### src/pkg/spc_pkg.sv
// spc_pkg: register map, field positions, reset values and baud multipliers
// assumes: plain register port, 8-bit data, index addressing
package spc_pkg;
  localparam int         ADDR_W         = 2;
  localparam logic [1:0] ADDR_RX_DATA   = 2'h0;
  localparam logic [1:0] ADDR_RX_STAT   = 2'h1;
  localparam logic [1:0] ADDR_BAUD_DIV  = 2'h2;
  localparam logic [1:0] ADDR_TX_STAT   = 2'h3;
  // receive_status_control fields
  localparam int RS_PORT_EN   = 7;
  localparam int RS_RX9_SEL   = 6;
  localparam int RS_SINGLE_RX = 5;
  localparam int RS_CONT_RX   = 4;
  localparam int RS_ADDR_DET  = 3;
  localparam int RS_FRAME_ERR = 2;
  localparam int RS_OVERRUN   = 1;
  localparam int RS_RX_NINTH  = 0;
  // transmit_status_control fields
  localparam int TS_CLK_SRC   = 7;
  localparam int TS_TX9_SEL   = 6;
  localparam int TS_TX_EN     = 5;
  localparam int TS_SYNC      = 4;
  localparam int TS_HIGH_SPD  = 2;
  localparam int TS_SR_EMPTY  = 1;
  localparam int TS_TX_NINTH  = 0;
  localparam logic [7:0] RX_DATA_RESET  = 8'h00;
  localparam logic [7:0] BAUD_DIV_RESET = 8'h00;
  localparam logic [7:0] TX_STAT_RESET  = 8'h02;
  localparam logic [7:0] TX_STAT_WMASK  = 8'hf5;
  // baud period multipliers (prescale counts)
  localparam logic [5:0] MULT_ASYNC_LOW  = 6'h3f;
  localparam logic [5:0] MULT_ASYNC_HIGH = 6'h0f;
  localparam logic [5:0] MULT_SYNC       = 6'h03;
  localparam int         FIFO_DEPTH      = 2;
endpackage

### src/core/spc_ctrl.sv
// spc_ctrl: serial port control/status registers, address detect, error flags, baud timer
// assumes: receiver datapath delivers finished characters as one-cycle pulses on RX_DONE_*
//
// Summary of operation
// - with 9-bit async and address detect, load buffer only when ninth bit is one.
// - address detect off in 9-bit async: accept every character.
// - address detect has no effect when 8-bit reception is selected.
// - in 9-bit async address-detect mode every buffered character reads ninth bit one.
// - overrun stays set until continuous receive cleared; clearing it clears overrun.
// - framing error follows top character, advancing when receive data is read.
// - port enable zero holds port in reset; one assigns pins to port.
// - single receive starts one master sync reception, self-clears; ignored otherwise.
// - continuous receive enables async receiver; sync: runs until cleared, beats single.
// - in sync mode receive enables take precedence over transmit enable.
// - sync clock source: one master from baud timer, zero slave external.
// - transmit 9-bit select picks nine or eight bit characters using tx ninth bit.
// - shift register empty reads one when empty, zero when full; resets one.
// - mode select one synchronous, zero asynchronous.
// - baud timer is dedicated 8-bit free-running timer set by divisor.
// - high speed select changes multiplier in async only.
// - writing baud divisor clears the baud timer immediately.
// - receive 9-bit select makes receiver shift nine bits, else eight.
// - received ninth bit readable; parity check left to firmware.
// - baud = clock / (64, 16 or 4 times divisor plus one).
// - buffer holds two characters; overrun when third completes unread.
`timescale 1ns/1ps
`default_nettype none
module spc_ctrl
  import spc_pkg::*;
(
  input  wire logic              REF_CLK,
  input  wire logic              RESETN,
  input  wire logic [spc_pkg::ADDR_W-1:0] ADDR,
  input  wire logic [7:0]        WDATA,
  input  wire logic              WR,
  input  wire logic              RD,
  output var  logic [7:0]        RDATA,
  input  wire logic              RX_DONE,
  input  wire logic [7:0]        RX_DONE_DATA,
  input  wire logic              RX_DONE_NINTH,
  input  wire logic              RX_DONE_FRAME_ERR,
  input  wire logic              TX_SHIFT_BUSY,
  output var  logic              BAUD_TICK,
  output var  logic              PORT_ACTIVE,
  output var  logic              SYNC_MODE,
  output var  logic              SYNC_MASTER,
  output var  logic              RX_ENABLE,
  output var  logic              RX_NINE_BITS,
  output var  logic              TX_ENABLE,
  output var  logic              TX_NINE_BITS,
  output var  logic              TX_NINTH,
  output var  logic              RX_INT_FLAG
);
  import spc_pkg::*;

  ////////////////////////////////////////////////////////////////////////////
  // control registers

  logic       port_enable_reg;
  logic       rx_nine_bit_select_reg;
  logic       single_receive_enable_reg;
  logic       continuous_receive_enable_reg;
  logic       address_detect_enable_reg;
  logic       overrun_error_flag_reg;
  logic       clock_source_select_reg;
  logic       tx_nine_bit_select_reg;
  logic       transmit_enable_reg;
  logic       sync_mode_reg;
  logic       high_speed_select_reg;
  logic       tx_ninth_bit_reg;
  logic [7:0] baud_divisor_reg;
  logic       shift_reg_empty_reg;
  logic       busy_s1_reg;
  logic       busy_s2_reg;

  logic       wr_rx_stat;
  logic       wr_tx_stat;
  logic       wr_baud;
  logic       rd_rx_data;
  logic       single_done;
  logic       sync_master;
  logic       port_off;

  assign wr_rx_stat  = WR && ADDR == ADDR_RX_STAT;
  assign wr_tx_stat  = WR && ADDR == ADDR_TX_STAT;
  assign wr_baud     = WR && ADDR == ADDR_BAUD_DIV;
  assign rd_rx_data  = RD && ADDR == ADDR_RX_DATA;
  assign port_off    = !RESETN || !port_enable_reg;
  assign sync_master = sync_mode_reg && clock_source_select_reg;

  always_ff @(posedge REF_CLK) begin
    if (!RESETN) begin
      port_enable_reg               <= 1'b0;
      rx_nine_bit_select_reg        <= 1'b0;
      continuous_receive_enable_reg <= 1'b0;
      address_detect_enable_reg     <= 1'b0;
    end else if (wr_rx_stat) begin
      port_enable_reg               <= WDATA[RS_PORT_EN];
      rx_nine_bit_select_reg        <= WDATA[RS_RX9_SEL];
      continuous_receive_enable_reg <= WDATA[RS_CONT_RX];
      address_detect_enable_reg     <= WDATA[RS_ADDR_DET];
    end
  end

  // single receive clears itself once the master reception completes
  assign single_done = sync_master && !continuous_receive_enable_reg && RX_DONE;

  always_ff @(posedge REF_CLK) begin
    if (!RESETN) begin
      single_receive_enable_reg <= 1'b0;
    end else if (wr_rx_stat) begin
      single_receive_enable_reg <= WDATA[RS_SINGLE_RX];
    end else if (single_done) begin
      single_receive_enable_reg <= 1'b0;
    end
  end

  always_ff @(posedge REF_CLK) begin
    if (!RESETN) begin
      clock_source_select_reg <= TX_STAT_RESET[TS_CLK_SRC];
      tx_nine_bit_select_reg  <= TX_STAT_RESET[TS_TX9_SEL];
      transmit_enable_reg     <= TX_STAT_RESET[TS_TX_EN];
      sync_mode_reg           <= TX_STAT_RESET[TS_SYNC];
      high_speed_select_reg   <= TX_STAT_RESET[TS_HIGH_SPD];
      tx_ninth_bit_reg        <= TX_STAT_RESET[TS_TX_NINTH];
    end else if (wr_tx_stat) begin
      clock_source_select_reg <= WDATA[TS_CLK_SRC];
      tx_nine_bit_select_reg  <= WDATA[TS_TX9_SEL];
      transmit_enable_reg     <= WDATA[TS_TX_EN];
      sync_mode_reg           <= WDATA[TS_SYNC];
      high_speed_select_reg   <= WDATA[TS_HIGH_SPD];
      tx_ninth_bit_reg        <= WDATA[TS_TX_NINTH];
    end
  end

  always_ff @(posedge REF_CLK) begin
    if (!RESETN) begin
      baud_divisor_reg <= BAUD_DIV_RESET;
    end else if (wr_baud) begin
      baud_divisor_reg <= WDATA;
    end
  end

  // busy comes from the shifter; synchronised in case it lives elsewhere
  always_ff @(posedge REF_CLK) begin
    if (!RESETN) begin
      busy_s1_reg         <= 1'b0;
      busy_s2_reg         <= 1'b0;
      shift_reg_empty_reg <= 1'b1;
    end else begin
      busy_s1_reg         <= TX_SHIFT_BUSY;
      busy_s2_reg         <= busy_s1_reg;
      shift_reg_empty_reg <= port_off || !busy_s2_reg;
    end
  end

  ////////////////////////////////////////////////////////////////////////////
  // receive acceptance, buffer and error flags

  logic       rx_on;
  logic       addr_filter;
  logic       accept;
  logic       push;
  logic [9:0] top_data;
  logic [1:0] fifo_count;

  // sync: continuous wins over single, single only counts as master
  assign rx_on = port_enable_reg && (sync_mode_reg
               ? (continuous_receive_enable_reg ||
                  (single_receive_enable_reg && clock_source_select_reg))
               : continuous_receive_enable_reg);
  // filter only in async 9-bit; in 8-bit the enable is ignored
  assign addr_filter = !sync_mode_reg && rx_nine_bit_select_reg
                       && address_detect_enable_reg;
  assign accept = rx_on && RX_DONE && (!addr_filter || RX_DONE_NINTH);
  // a full buffer blocks characters until read; a set overrun blocks all until it is cleared
  assign push   = accept && !overrun_error_flag_reg && (fifo_count != 2'(FIFO_DEPTH) || rd_rx_data);

  always_ff @(posedge REF_CLK) begin
    if (port_off || !continuous_receive_enable_reg) begin
      overrun_error_flag_reg <= 1'b0;
    end else if (accept && fifo_count == 2'(FIFO_DEPTH) && !rd_rx_data) begin
      overrun_error_flag_reg <= 1'b1;
    end
  end

  spc_rx_fifo #(
    .W (10)
  ) u_fifo (
    .clk       (REF_CLK),
    .clr       (port_off),
    .push      (push),
    // ninth bit only meaningful when nine bits are received
    .push_data ({RX_DONE_FRAME_ERR, RX_DONE_NINTH && rx_nine_bit_select_reg,
                 RX_DONE_DATA}),
    .pop       (rd_rx_data),
    .top_data  (top_data),
    .count     (fifo_count)
  );

  ////////////////////////////////////////////////////////////////////////////
  // baud timer: 8-bit divisor counter after a mode-selected prescaler

  logic [7:0] baud_cnt_reg;
  logic [5:0] pre_cnt_reg;
  logic [5:0] mult;
  logic       pre_wrap;

  // high speed only matters in async
  assign mult = sync_mode_reg ? MULT_SYNC
              : (high_speed_select_reg ? MULT_ASYNC_HIGH : MULT_ASYNC_LOW);
  assign pre_wrap = pre_cnt_reg >= mult;

  always_ff @(posedge REF_CLK) begin
    if (port_off || wr_baud) begin
      pre_cnt_reg  <= 6'h00;
      baud_cnt_reg <= 8'h00;
    end else if (pre_wrap) begin
      pre_cnt_reg  <= 6'h00;
      baud_cnt_reg <= (baud_cnt_reg >= baud_divisor_reg) ? 8'h00
                      : baud_cnt_reg + 8'h01;
    end else begin
      pre_cnt_reg  <= pre_cnt_reg + 6'h01;
    end
  end

  always_ff @(posedge REF_CLK) begin
    if (port_off || wr_baud) begin
      BAUD_TICK <= 1'b0;
    end else begin
      BAUD_TICK <= pre_wrap && baud_cnt_reg >= baud_divisor_reg;
    end
  end

  ////////////////////////////////////////////////////////////////////////////
  // status outputs to the datapath

  always_ff @(posedge REF_CLK) begin
    if (!RESETN) begin
      PORT_ACTIVE  <= 1'b0;
      SYNC_MODE    <= 1'b0;
      SYNC_MASTER  <= 1'b0;
      RX_ENABLE    <= 1'b0;
      RX_NINE_BITS <= 1'b0;
      TX_ENABLE    <= 1'b0;
      TX_NINE_BITS <= 1'b0;
      TX_NINTH     <= 1'b0;
      RX_INT_FLAG  <= 1'b0;
    end else begin
      PORT_ACTIVE  <= port_enable_reg;
      SYNC_MODE    <= sync_mode_reg;
      SYNC_MASTER  <= sync_master;
      RX_ENABLE    <= rx_on;
      RX_NINE_BITS <= rx_nine_bit_select_reg;
      TX_ENABLE    <= port_enable_reg && transmit_enable_reg &&
                      !(sync_mode_reg && rx_on);
      TX_NINE_BITS <= tx_nine_bit_select_reg;
      TX_NINTH     <= tx_ninth_bit_reg;
      // flag for the external interrupt controller
      RX_INT_FLAG  <= port_enable_reg && rx_on && (fifo_count != 2'h0);
    end
  end

  ////////////////////////////////////////////////////////////////////////////
  // register read

  always_ff @(posedge REF_CLK) begin
    if (!RESETN) begin
      RDATA <= 8'h00;
    end else if (RD) begin
      unique case (ADDR)
        ADDR_RX_DATA:  RDATA <= (fifo_count != 2'h0) ? top_data[7:0] : RX_DATA_RESET;
        ADDR_RX_STAT:  RDATA <= {port_enable_reg, rx_nine_bit_select_reg,
                                 single_receive_enable_reg, continuous_receive_enable_reg,
                                 address_detect_enable_reg,
                                 (fifo_count != 2'h0) && top_data[9],
                                 overrun_error_flag_reg,
                                 (fifo_count != 2'h0) && top_data[8]};
        ADDR_BAUD_DIV: RDATA <= baud_divisor_reg;
        ADDR_TX_STAT:  RDATA <= {clock_source_select_reg, tx_nine_bit_select_reg,
                                 transmit_enable_reg, sync_mode_reg, 1'b0,
                                 high_speed_select_reg, shift_reg_empty_reg,
                                 tx_ninth_bit_reg} & (TX_STAT_WMASK | 8'h02);
        default:       RDATA <= 8'h00;
      endcase
    end else begin
      RDATA <= 8'h00;
    end
  end
endmodule
`default_nettype wire

### src/core/spc_rx_fifo.sv
// spc_rx_fifo: two-entry receive buffer, 8 data bits plus ninth bit and framing error
// assumes: push and pop from the same clock; read data registered
`timescale 1ns/1ps
`default_nettype none
module spc_rx_fifo #(
  parameter int W = 10
) (
  input  wire logic         clk,
  input  wire logic         clr,
  input  wire logic         push,
  input  wire logic [W-1:0] push_data,
  input  wire logic         pop,
  output var  logic [W-1:0] top_data,
  output var  logic [1:0]   count
);
  import spc_pkg::*;
  logic [W-1:0] second_reg;
  logic [1:0]   count_reg;
  logic [W-1:0] top_reg;
  logic         do_pop;
  logic         do_push;
  assign do_pop  = pop && (count_reg != 2'h0);
  assign do_push = push && (count_reg != 2'(FIFO_DEPTH) || do_pop);
  assign count   = count_reg;
  assign top_data = top_reg;

  always_ff @(posedge clk) begin
    if (clr) begin
      count_reg <= 2'h0;
    end else begin
      count_reg <= count_reg + 2'(do_push) - 2'(do_pop);
    end
  end

  // top entry always holds the oldest unread character
  always_ff @(posedge clk) begin
    if (clr) begin
      top_reg    <= '0;
      second_reg <= '0;
    end else if (do_pop) begin
      if (count_reg == 2'h2) begin
        top_reg <= second_reg;
        if (do_push) second_reg <= push_data;
      end else if (do_push) begin
        top_reg <= push_data;
      end
    end else if (do_push) begin
      if (count_reg == 2'h0) top_reg <= push_data;
      else second_reg <= push_data;
    end
  end
endmodule
`default_nettype wire

### config.mk
export PLATFORM = sky130hd
export DESIGN_NAME = spc_ctrl
export DESIGN_NICKNAME = d
export VERILOG_FILES = /design/src/pkg/spc_pkg.sv /design/src/core/spc_ctrl.sv /design/src/core/spc_rx_fifo.sv
export SDC_FILE = /design/constraint.sdc
export NUM_CORES = 1
export LEC_CHECK = 0
export BUFFER_PORTS_ARGS = -buffer_cell sky130_fd_sc_hd__buf_4
export CAP_MARGIN = 20
export CORE_UTILIZATION = 55
export DETAILED_ROUTE_END_ITERATION = 10
export HOLD_SLACK_MARGIN = 0.08
export PLACE_DENSITY_LB_ADDON = 0.3
export SLEW_MARGIN = 20
export SYNTH_ARGS = -nofsm -noshare
export SYNTH_HDL_FRONTEND = slang
export SYNTH_SLANG_ARGS = --single-unit
export TNS_END_PERCENT = 50
### constraint.sdc
create_clock -name REF_CLK -period 6.5 [get_ports REF_CLK]
set_input_delay 0.65 -clock REF_CLK [delete_from_list [all_inputs] [get_ports REF_CLK]]
set_output_delay 0.65 -clock REF_CLK [all_outputs]
set_load 0.02 [all_outputs]
==> results of run 1 <==
[placed cells by master (no fill, tap or decap), types with 3 or more instances in the layout]
master,instances
ha_1,16
xor2_1,3
nor2b_1,14
inv_1,13
nor2_1,37
nor3b_1,8
a211oi_2,10
nor3_1,7
a21boi_0,8
and2_1,9
clkbuf_8,10
a21oi_1,9
mux2i_1,37
nand3_1,8
and3_1,6
a22o_1,4
nand2_1,35
dfxtp_1,77
xnor2_1,3
o31ai_1,5
a21o_1,5
buf_4,43
a211oi_1,10
[layout make-up]
class	instances	share of cell area (%)
Multi-Input combinational cell	260	45.5
Sequential cell	77	38.2
Timing Repair Buffer	43	8.00
Clock buffer	11	3.51
Tap cell	75	2.33
Clock inverter	4	1.21
Inverter	13	1.21
[layer usage]
layer  routed length (um)  global-route usage [%]  vias to the layer above
met2                 3520                    41.2                       89
met4                  112                    9.65                        0
li1                     -                       -                     1359
met5                    0                       0                        -
met1                 3310                    29.0                     1306
met3                  499                    5.89                       10
[worst register-to-register path, cell delays in order, from the launching register on]
cell	delay [ps]
dfxtp_1	430
or2_2	340
ha_1	290
and3_1	170
a221oi_1	880
nand2_1	450
o31ai_1	200
a22o_1	180
[cell families (layout without fill, tap and decap cells)]
kind of cell,after synthesis,count (layout),synth area share [%]
AO/OA/AOI/OAI,62,62,14.3
XOR/XNOR,6,6,1.50
adder cells (fa/ha/maj),16,16,5.70
buffers and inverters,30,71,3.81
flip-flops,77,77,43.9
multiplexers,38,38,10.9
AND/OR/NAND/NOR,138,138,19.9
[worst paths after layout]
kind | from | end | slack (ps) | depth (start not counted)
hold reg to reg | busy_s2_reg$_SDFF_PN0_ | shift_reg_empty_reg$_SDFF_PN1_ | 410 | 1
setup reg to reg | sync_mode_reg$_SDFFE_PN0P_ | baud_cnt_reg[7]$_SDFFE_PP0P_ | 3510 | 7
setup / recovery | sync_mode_reg$_SDFFE_PN0P_ | baud_cnt_reg[7]$_SDFFE_PP0P_ | 3510 | 7
hold / removal | busy_s2_reg$_SDFF_PN0_ | shift_reg_empty_reg$_SDFF_PN1_ | 410 | 1
[power by group through the flow]
stage | logic [mW] | registers [mW] | clock network [mW]
floorplan | 0.0327 | 0.494 | 0
global placement | 0.0571 | 0.494 | 0
detailed placement | 0.0586 | 0.494 | 0
CTS | 0.0591 | 0.483 | 0.359
global route | 0.0645 | 0.484 | 0.381
finish | 0.0590 | 0.483 | 0.353
[through the flow]
stage	total power, mW	setup slack [ps]	cell area [um2]
after floorplan	0.527	4230	3510
after global placement	0.551	3550	3840
after detailed placement	0.553	3480	3840
after CTS	0.901	3520	4030
after global routing	0.929	3270	4030
final	0.895	3510	4030
==> impl_metrics.tcl, run 1 <==
set metrics [dict create \
    status "completed" \
    yosysMostFrequentCell "dfxtp_1" \
    cts.sinks 77 \
    grt_first_pass_wirelength_mm 12.1 \
    cp_max_fo 11 \
    fin_crit_ps 2990 \
    cts-buffers-inserted 9 \
    syn_inst 367 \
    synth.area.top_cells "dfxtp_1 (44%), mux2i_1 (11%), ha_1 (5.7%)" \
    worstSetupEndpointType "register" \
    grt.overflow.total 0 \
    grt_pass1_vias 2636 \
    start_kind "register" \
    seq_area_um2 1540 \
    synth_ff_type "dfxtp_1" \
    fin_util_pct 66.9 \
    synth_top_area_cell "dfxtp_1" \
    crit_type "reg2reg" \
    p_int_mw 0.690 \
    syn2layout_area_growth_pct 14.9 \
    n_fill_cell 499 \
    worst_path_max_delay_cell "a221oi_1" \
    die_h_um 81.9 \
    dr.pass1.iters 4 \
    rsz0062_at_grt "false" \
    seq_area_frac_synth_pct 43.9 \
    worst_pin_slew_ps 1050 \
    worstHoldPathType "reg2reg" \
    wl_per_cell_um 15.4 \
    fin_setup_tns_ps 0 \
    cts_hold_buf 0 \
    crit_buf_inv 0 \
    start_util_pct 58.3 \
    power_density_nw_per_um2 222 \
    port_buffers 43 \
    dr.first_iter.drc_count 175 \
    drive_gt1_share_pct 18.1 \
    path_delay_family "compound AO/OA/AOI/OAI gates" \
    hold_viol 0 \
    multiInputGateArea_um2 1840 \
    ant_nets 0 \
    cts_root_buf "clkbuf_8" \
    p_leak_nw 1.72 \
    finalNonFillerCells 483 \
    power_frac_comb_pct 6.6 \
    critical_path_arrival_ps 3270 \
    hold_ws_ps 407 \
    grt_max_degree 30 \
    syn_nets 409 \
    synth_commonest_cells "dfxtp_1 (77), mux2i_1 (37), nor2_1 (37)" \
    ys_ff_latch 77 \
    slew_violations 0 \
    diodes 0 \
    max_clock_freq_mhz 335 \
    syn_avg_cell_area_um2 9.57 \
    p_sw_share_pct 23.0 \
    required_ps 6790 \
    post_cts_buffers 0 \
    wl_mm 7.45 \
    synth_warnings 0 \
    clkLatencyLatePin_ps 350 \
    io_pins 44 \
    clk_pin_slew_ps 80 \
    cts.repair.resized 0 \
    dr_total_vias 2764 \
    cap_violations 0 \
    grt_usage_pct 24.2 \
    max_stage_delay_ps 880 \
    cts_max_level 3 \
    max_slew_margin_pct 29.6 \
    place_congestion 0.824 \
    finClkSkew_ps 9.06 \
    rows 28 \
    die_area_um2 6710 \
    ys_types 48 \
    yosysTopAreaCellShare_pct 43.9 \
    drc_errors 0 \
    final_nets 446 \
    fin_crit_sh_pct 46.0 \
    synthArstFlopShare_pct 0 \
    seqPwrFrac_pct 53.9 \
    synth_area_um2 3510 \
    p_sw_mw 0.206 \
    synth_edf_count 0 \
    path_cells "or2_2 > ha_1 > and3_1 > a221oi_1 > nand2_1 > o31ai_1 > a22o_1" \
    place_hpwl_mm 5.31 \
    core-area_um2 6030 \
    place_inst 468 \
    cts_tree "yes" \
    vias_per_cell 5.72 \
    clkPwrFrac_pct 39.5 \
    vdd_drop_max_uv 145 \
    antenna_found_initial 0 \
    setup_violations 0 \
    clock_path_buffers 2 \
    die_w_um 81.9 \
]
Note: power is estimated with default switching activity, not from simulation.
==> inputs of run 2 (changes only) <==
--- a/config.mk
+++ b/config.mk
@@ -7,7 +7,7 @@
 export LEC_CHECK = 0
 export BUFFER_PORTS_ARGS = -buffer_cell sky130_fd_sc_hd__buf_4
 export CAP_MARGIN = 20
-export CORE_UTILIZATION = 55
+export CORE_UTILIZATION = 52
 export DETAILED_ROUTE_END_ITERATION = 10
 export HOLD_SLACK_MARGIN = 0.08
 export PLACE_DENSITY_LB_ADDON = 0.3
==> constraint.sdc (replaced) <==
create_clock -name REF_CLK -period 2.6 [get_ports REF_CLK]
set_input_delay 0.26 -clock REF_CLK [delete_from_list [all_inputs] [get_ports REF_CLK]]
set_output_delay 0.26 -clock REF_CLK [all_outputs]
set_load 0.02 [all_outputs]
==> impl_metrics.tcl, run 2 (synthesis results as in run 1) <==
set metrics [dict create \
    drive_gt1_share_pct 19.8 \
    wl_met2_mm 3.37 \
    final_common_cell "dfxtp_1" \
    die_w_um 84.2 \
    dr.first_iter.drc_count 128 \
    seq_area_um2 1540 \
    met3WireLength_um 390 \
    hold_ws_ps 131 \
    fin_crit_ps 2390 \
    grt_max_degree 30 \
    violations "design-rule violations" \
    start_kind "register" \
    cp_max_fo 5 \
    status "finished with violations" \
    max_clock_freq_mhz 418 \
    clk_pin_slew_ps 70 \
    crit_type "reg2reg" \
    startpoint "baud_cnt_reg[0]$_SDFFE_PP0P_" \
    dr_total_vias 2746 \
    cts-buffers-inserted 9 \
    start_util_pct 54.7 \
    min_from "TX_SHIFT_BUSY" \
    io_pins 44 \
    cts_hold_buf 0 \
    wl_met1_mm 3.37 \
    critical_path_arrival_ps 2670 \
    grt_usage_pct 22.1 \
    die_area_um2 7080 \
    multiInputGateArea_um2 1840 \
    p_leak_nw 1.75 \
    n_fill_cell 541 \
    r2r-start "baud_cnt_reg[0]$_SDFFE_PP0P_" \
    dr.pass1.iters 7 \
    ant_nets 0 \
    place_hpwl_mm 5.34 \
    place_inst 479 \
    cts_max_level 3 \
    cts.repair.resized 0 \
    drc_errors 6 \
    grt_pass1_vias 2657 \
    clkLatencyLatePin_ps 340 \
    total_power_mw 2.11 \
    grt.overflow.total 0 \
    core-area_um2 6420 \
    finalNonFillerCells 492 \
    fin_setup_tns_ps 0 \
    setup_violations 0 \
    hold_viol 0 \
    worstHoldPathType "in2reg" \
    post_cts_buffers 0 \
    fin_crit_sh_pct 92.0 \
    worst_pin_slew_ps 630 \
    cts_root_buf "clkbuf_8" \
    power_density_nw_per_um2 518 \
    vias_per_cell 5.58 \
    diodes 0 \
    max_slew_margin_pct 56.9 \
    die_h_um 84.2 \
    antenna_found_initial 0 \
    final_nets 455 \
    fin_util_pct 63.3 \
    wl_mm 7.39 \
    cts_tree "yes" \
    rows 29 \
    final_cell_mix "dfxtp_1 (77), buf_4 (52), nor2_1 (37), mux2i_1 (37), nand2_1 (35)" \
    rsz0062_at_grt "false" \
    cap_violations 0 \
    clock_path_buffers 2 \
    wl_per_cell_um 15.0 \
    slew_violations 0 \
    worstSetupEndpointType "register" \
    grt_first_pass_wirelength_mm 12.2 \
    vdd_drop_max_uv 342 \
    syn2layout_area_growth_pct 15.8 \
    finClkSkew_ps 6.45 \
    cts.sinks 77 \
    top_layer "met4" \
    required_ps 2880 \
    port_buffers 43 \
    place_congestion 0.818 \
]
[run 2: critical path, stage by stage (launching register included)]
cell and delay (ps):
dfxtp_1 380, inv_1 60, ha_1 260, nand2b_1 140, a2111oi_0 600, o31ai_1 280
or3b_2 480, a21oi_1 120
[run 2: report_power, final]
part,switching (mW),leakage [nW],internal (mW),total [mW]
logic,0.0823,1.04,0.0684,0.151
clock network,0.399,0.0836,0.351,0.751
registers,0.0106,0.623,1.19,1.21
total,0.492,1.75,1.61,2.11
[run 2: area by class of cell]
type                            count  share of cell area, %
Multi-Input combinational cell    260                   45.2
Timing Repair Buffer               52                   9.60
Clock inverter                      3                  0.369
Sequential cell                    77                   37.9
Clock buffer                       10                   3.39
Tap cell                           77                   2.37
Inverter                           13                   1.20
[run 2: final timing paths]
kind / end / slack (ps) / cells past startpoint
worst max-delay path: baud_cnt_reg[1]$_SDFFE_PP0P_ / 210 / 7
worst min-delay path: busy_s1_reg$_SDFF_PN0_ / 130 / 2
worst min register to register: shift_reg_empty_reg$_SDFF_PN1_ / 400 / 1
worst max register to register: baud_cnt_reg[1]$_SDFFE_PP0P_ / 210 / 7
[run 2: routing by layer]
layer / GRT usage, % / vias up
li1: - / 1378
met1: 28.8 / 1262
met2: 34.4 / 84
met3: 4.23 / 22
met4: 13.0 / 0
met5: 0 / -
[run 2: stage by stage]
step / worst slack [ps] / cell area [um2]
5_1_grt: 13.3 / 4070
3_3_place_gp: 391 / 3910
2_1_floorplan: 424 / 3510
3_5_place_dp: 262 / 3910
6_report: 207 / 4070
4_1_cts: 225 / 4070
==> inputs of run 3 (changes only) <==
--- a/config.mk
+++ b/config.mk
@@ -5,12 +5,11 @@
 export SDC_FILE = /design/constraint.sdc
 export NUM_CORES = 1
 export LEC_CHECK = 0
-export BUFFER_PORTS_ARGS = -buffer_cell sky130_fd_sc_hd__buf_4
-export CAP_MARGIN = 20
-export CORE_UTILIZATION = 52
+export CORE_UTILIZATION = 55
 export DETAILED_ROUTE_END_ITERATION = 10
+export DONT_BUFFER_PORTS = 1
 export HOLD_SLACK_MARGIN = 0.08
-export PLACE_DENSITY_LB_ADDON = 0.3
+export PLACE_DENSITY = 0.72
 export SLEW_MARGIN = 20
 export SYNTH_ARGS = -nofsm -noshare
 export SYNTH_HDL_FRONTEND = slang
==> impl_metrics.tcl, run 3 (synthesis results as in run 1) <==
set metrics [dict create \
    diodes 0 \
    postPlaceCellArea_um2 3590 \
    dr.first_iter.drc_count 120 \
    fin_crit_sh_pct 87.8 \
    clkLatencyLatePin_ps 360 \
    n_fill_cell 492 \
    worstSetupEndpointType "register" \
    fin_setup_tns_ps 0 \
    total_power_mw 2.27 \
    place_congestion 0.846 \
    die_area_um2 6710 \
    cap_violations 0 \
    critical_path_arrival_ps 2580 \
    slew_violations 0 \
    clk_pin_slew_ps 80 \
    p_leak_nw 1.63 \
    start_kind "register" \
    grt_pass1_vias 2593 \
    grt_max_degree 30 \
    die_h_um 81.9 \
    clock_path_buffers 2 \
    wl_per_cell_um 15.5 \
    stdcell_area_um2 3990 \
    dr.pass1.iters 4 \
    dr_total_vias 2646 \
    final_common_cell "dfxtp_1" \
    cp_max_fo 5 \
    max_slew_margin_pct 50.7 \
    finClkSkew_ps 13.9 \
    grt.overflow.total 0 \
    grt_first_pass_wirelength_mm 12.0 \
    final_nets 432 \
    drc_errors 0 \
    setup_violations 0 \
    cts-buffers-inserted 9 \
    cts_root_buf "clkbuf_8" \
    crit_type "reg2reg" \
    max_clock_freq_mhz 438 \
    syn2layout_area_growth_pct 13.8 \
    required_ps 2890 \
    cts_max_level 3 \
    worst_pin_slew_ps 737 \
    cts.repair.resized 0 \
    io_pins 44 \
    rsz0062_at_grt "false" \
    die_w_um 81.9 \
    vias_per_cell 5.63 \
    core-area_um2 6030 \
    antenna_found_initial 0 \
    status "completed" \
    power_density_nw_per_um2 568 \
    start_util_pct 58.3 \
    cts_hold_buf 20 \
    cts_tree "yes" \
    final_cell_mix "dfxtp_1 (77), nor2_1 (37), mux2i_1 (37), nand2_1 (35), dlygate4sd3_1 (20)" \
    post_cts_buffers 0 \
    grt_usage_pct 24.3 \
    vdd_drop_max_uv 404 \
    worstHoldPathType "in2reg" \
    cts.sinks 77 \
    fin_crit_ps 2280 \
    place_hpwl_mm 5.00 \
    ant_nets 0 \
    fin_util_pct 66.3 \
    hold_viol 0 \
    wl_mm 7.29 \
    port_buffers 0 \
    drive_gt1_share_pct 10.6 \
    rows 28 \
]
run 3: final timing paths:
check,depth (start not counted),slack [ps],endpoint,startpoint
setup / recovery,7,320,baud_cnt_reg[1]$_SDFFE_PP0P_,baud_cnt_reg[0]$_SDFFE_PP0P_
hold reg to reg,1,370,shift_reg_empty_reg$_SDFF_PN1_,busy_s2_reg$_SDFF_PN0_
hold / removal,2,120,RDATA[3]$_SDFF_PN0_,ADDR[0]
setup reg to reg,7,320,baud_cnt_reg[1]$_SDFFE_PP0P_,baud_cnt_reg[0]$_SDFFE_PP0P_
run 3: report_power, final:
part           total [mW]  internal, mW  switching, mW  leakage (nW)
Sequential           1.21          1.19         0.0165         0.623
Combinational       0.119        0.0590         0.0601         0.910
Clock               0.938         0.458          0.480        0.0984
Total                2.27          1.71          0.557          1.63
run 3: critical path, cell delays in order, from the launching register on:
cell	delay, ps
dfxtp_1	380
inv_1	60
ha_1	260
nand2b_1	130
a2111oi_0	530
o31ai_1	260
or3b_2	480
a21oi_1	120
run 3: cell type report:
cell class / count / area (um2) / area share [%]
Multi-Input combinational cell: 260 / 1840 / 46.0
Sequential cell: 77 / 1540 / 38.6
Timing Repair Buffer: 29 / 268 / 6.70
Clock buffer: 9 / 124 / 3.10
Tap cell: 75 / 93.8 / 2.35
Clock inverter: 7 / 82.6 / 2.07
Inverter: 13 / 48.8 / 1.22
run 3: stage by stage:
step / setup WS [ps] / cells / hold WS, ps
after floorplan: 424 / 367 / 343
after global placement: 354 / 434 / 348
after detailed placement: 366 / 434 / 351
after CTS: 324 / 470 / 96.7
after global routing: 102 / 470 / 110
final: 318 / 470 / 120
run 3: per-layer routing:
| layer | up-vias | global-route usage, % | share of wire, % |
|---|---|---|---|
| met2 | 71 | 38.4 | 46 |
| li1 | 1329 | - | - |
| met5 | - | 0 | 0 |
| met1 | 1229 | 30.2 | 47 |
| met3 | 17 | 5.44 | 4.6 |
| met4 | 0 | 13.7 | 2.4 |
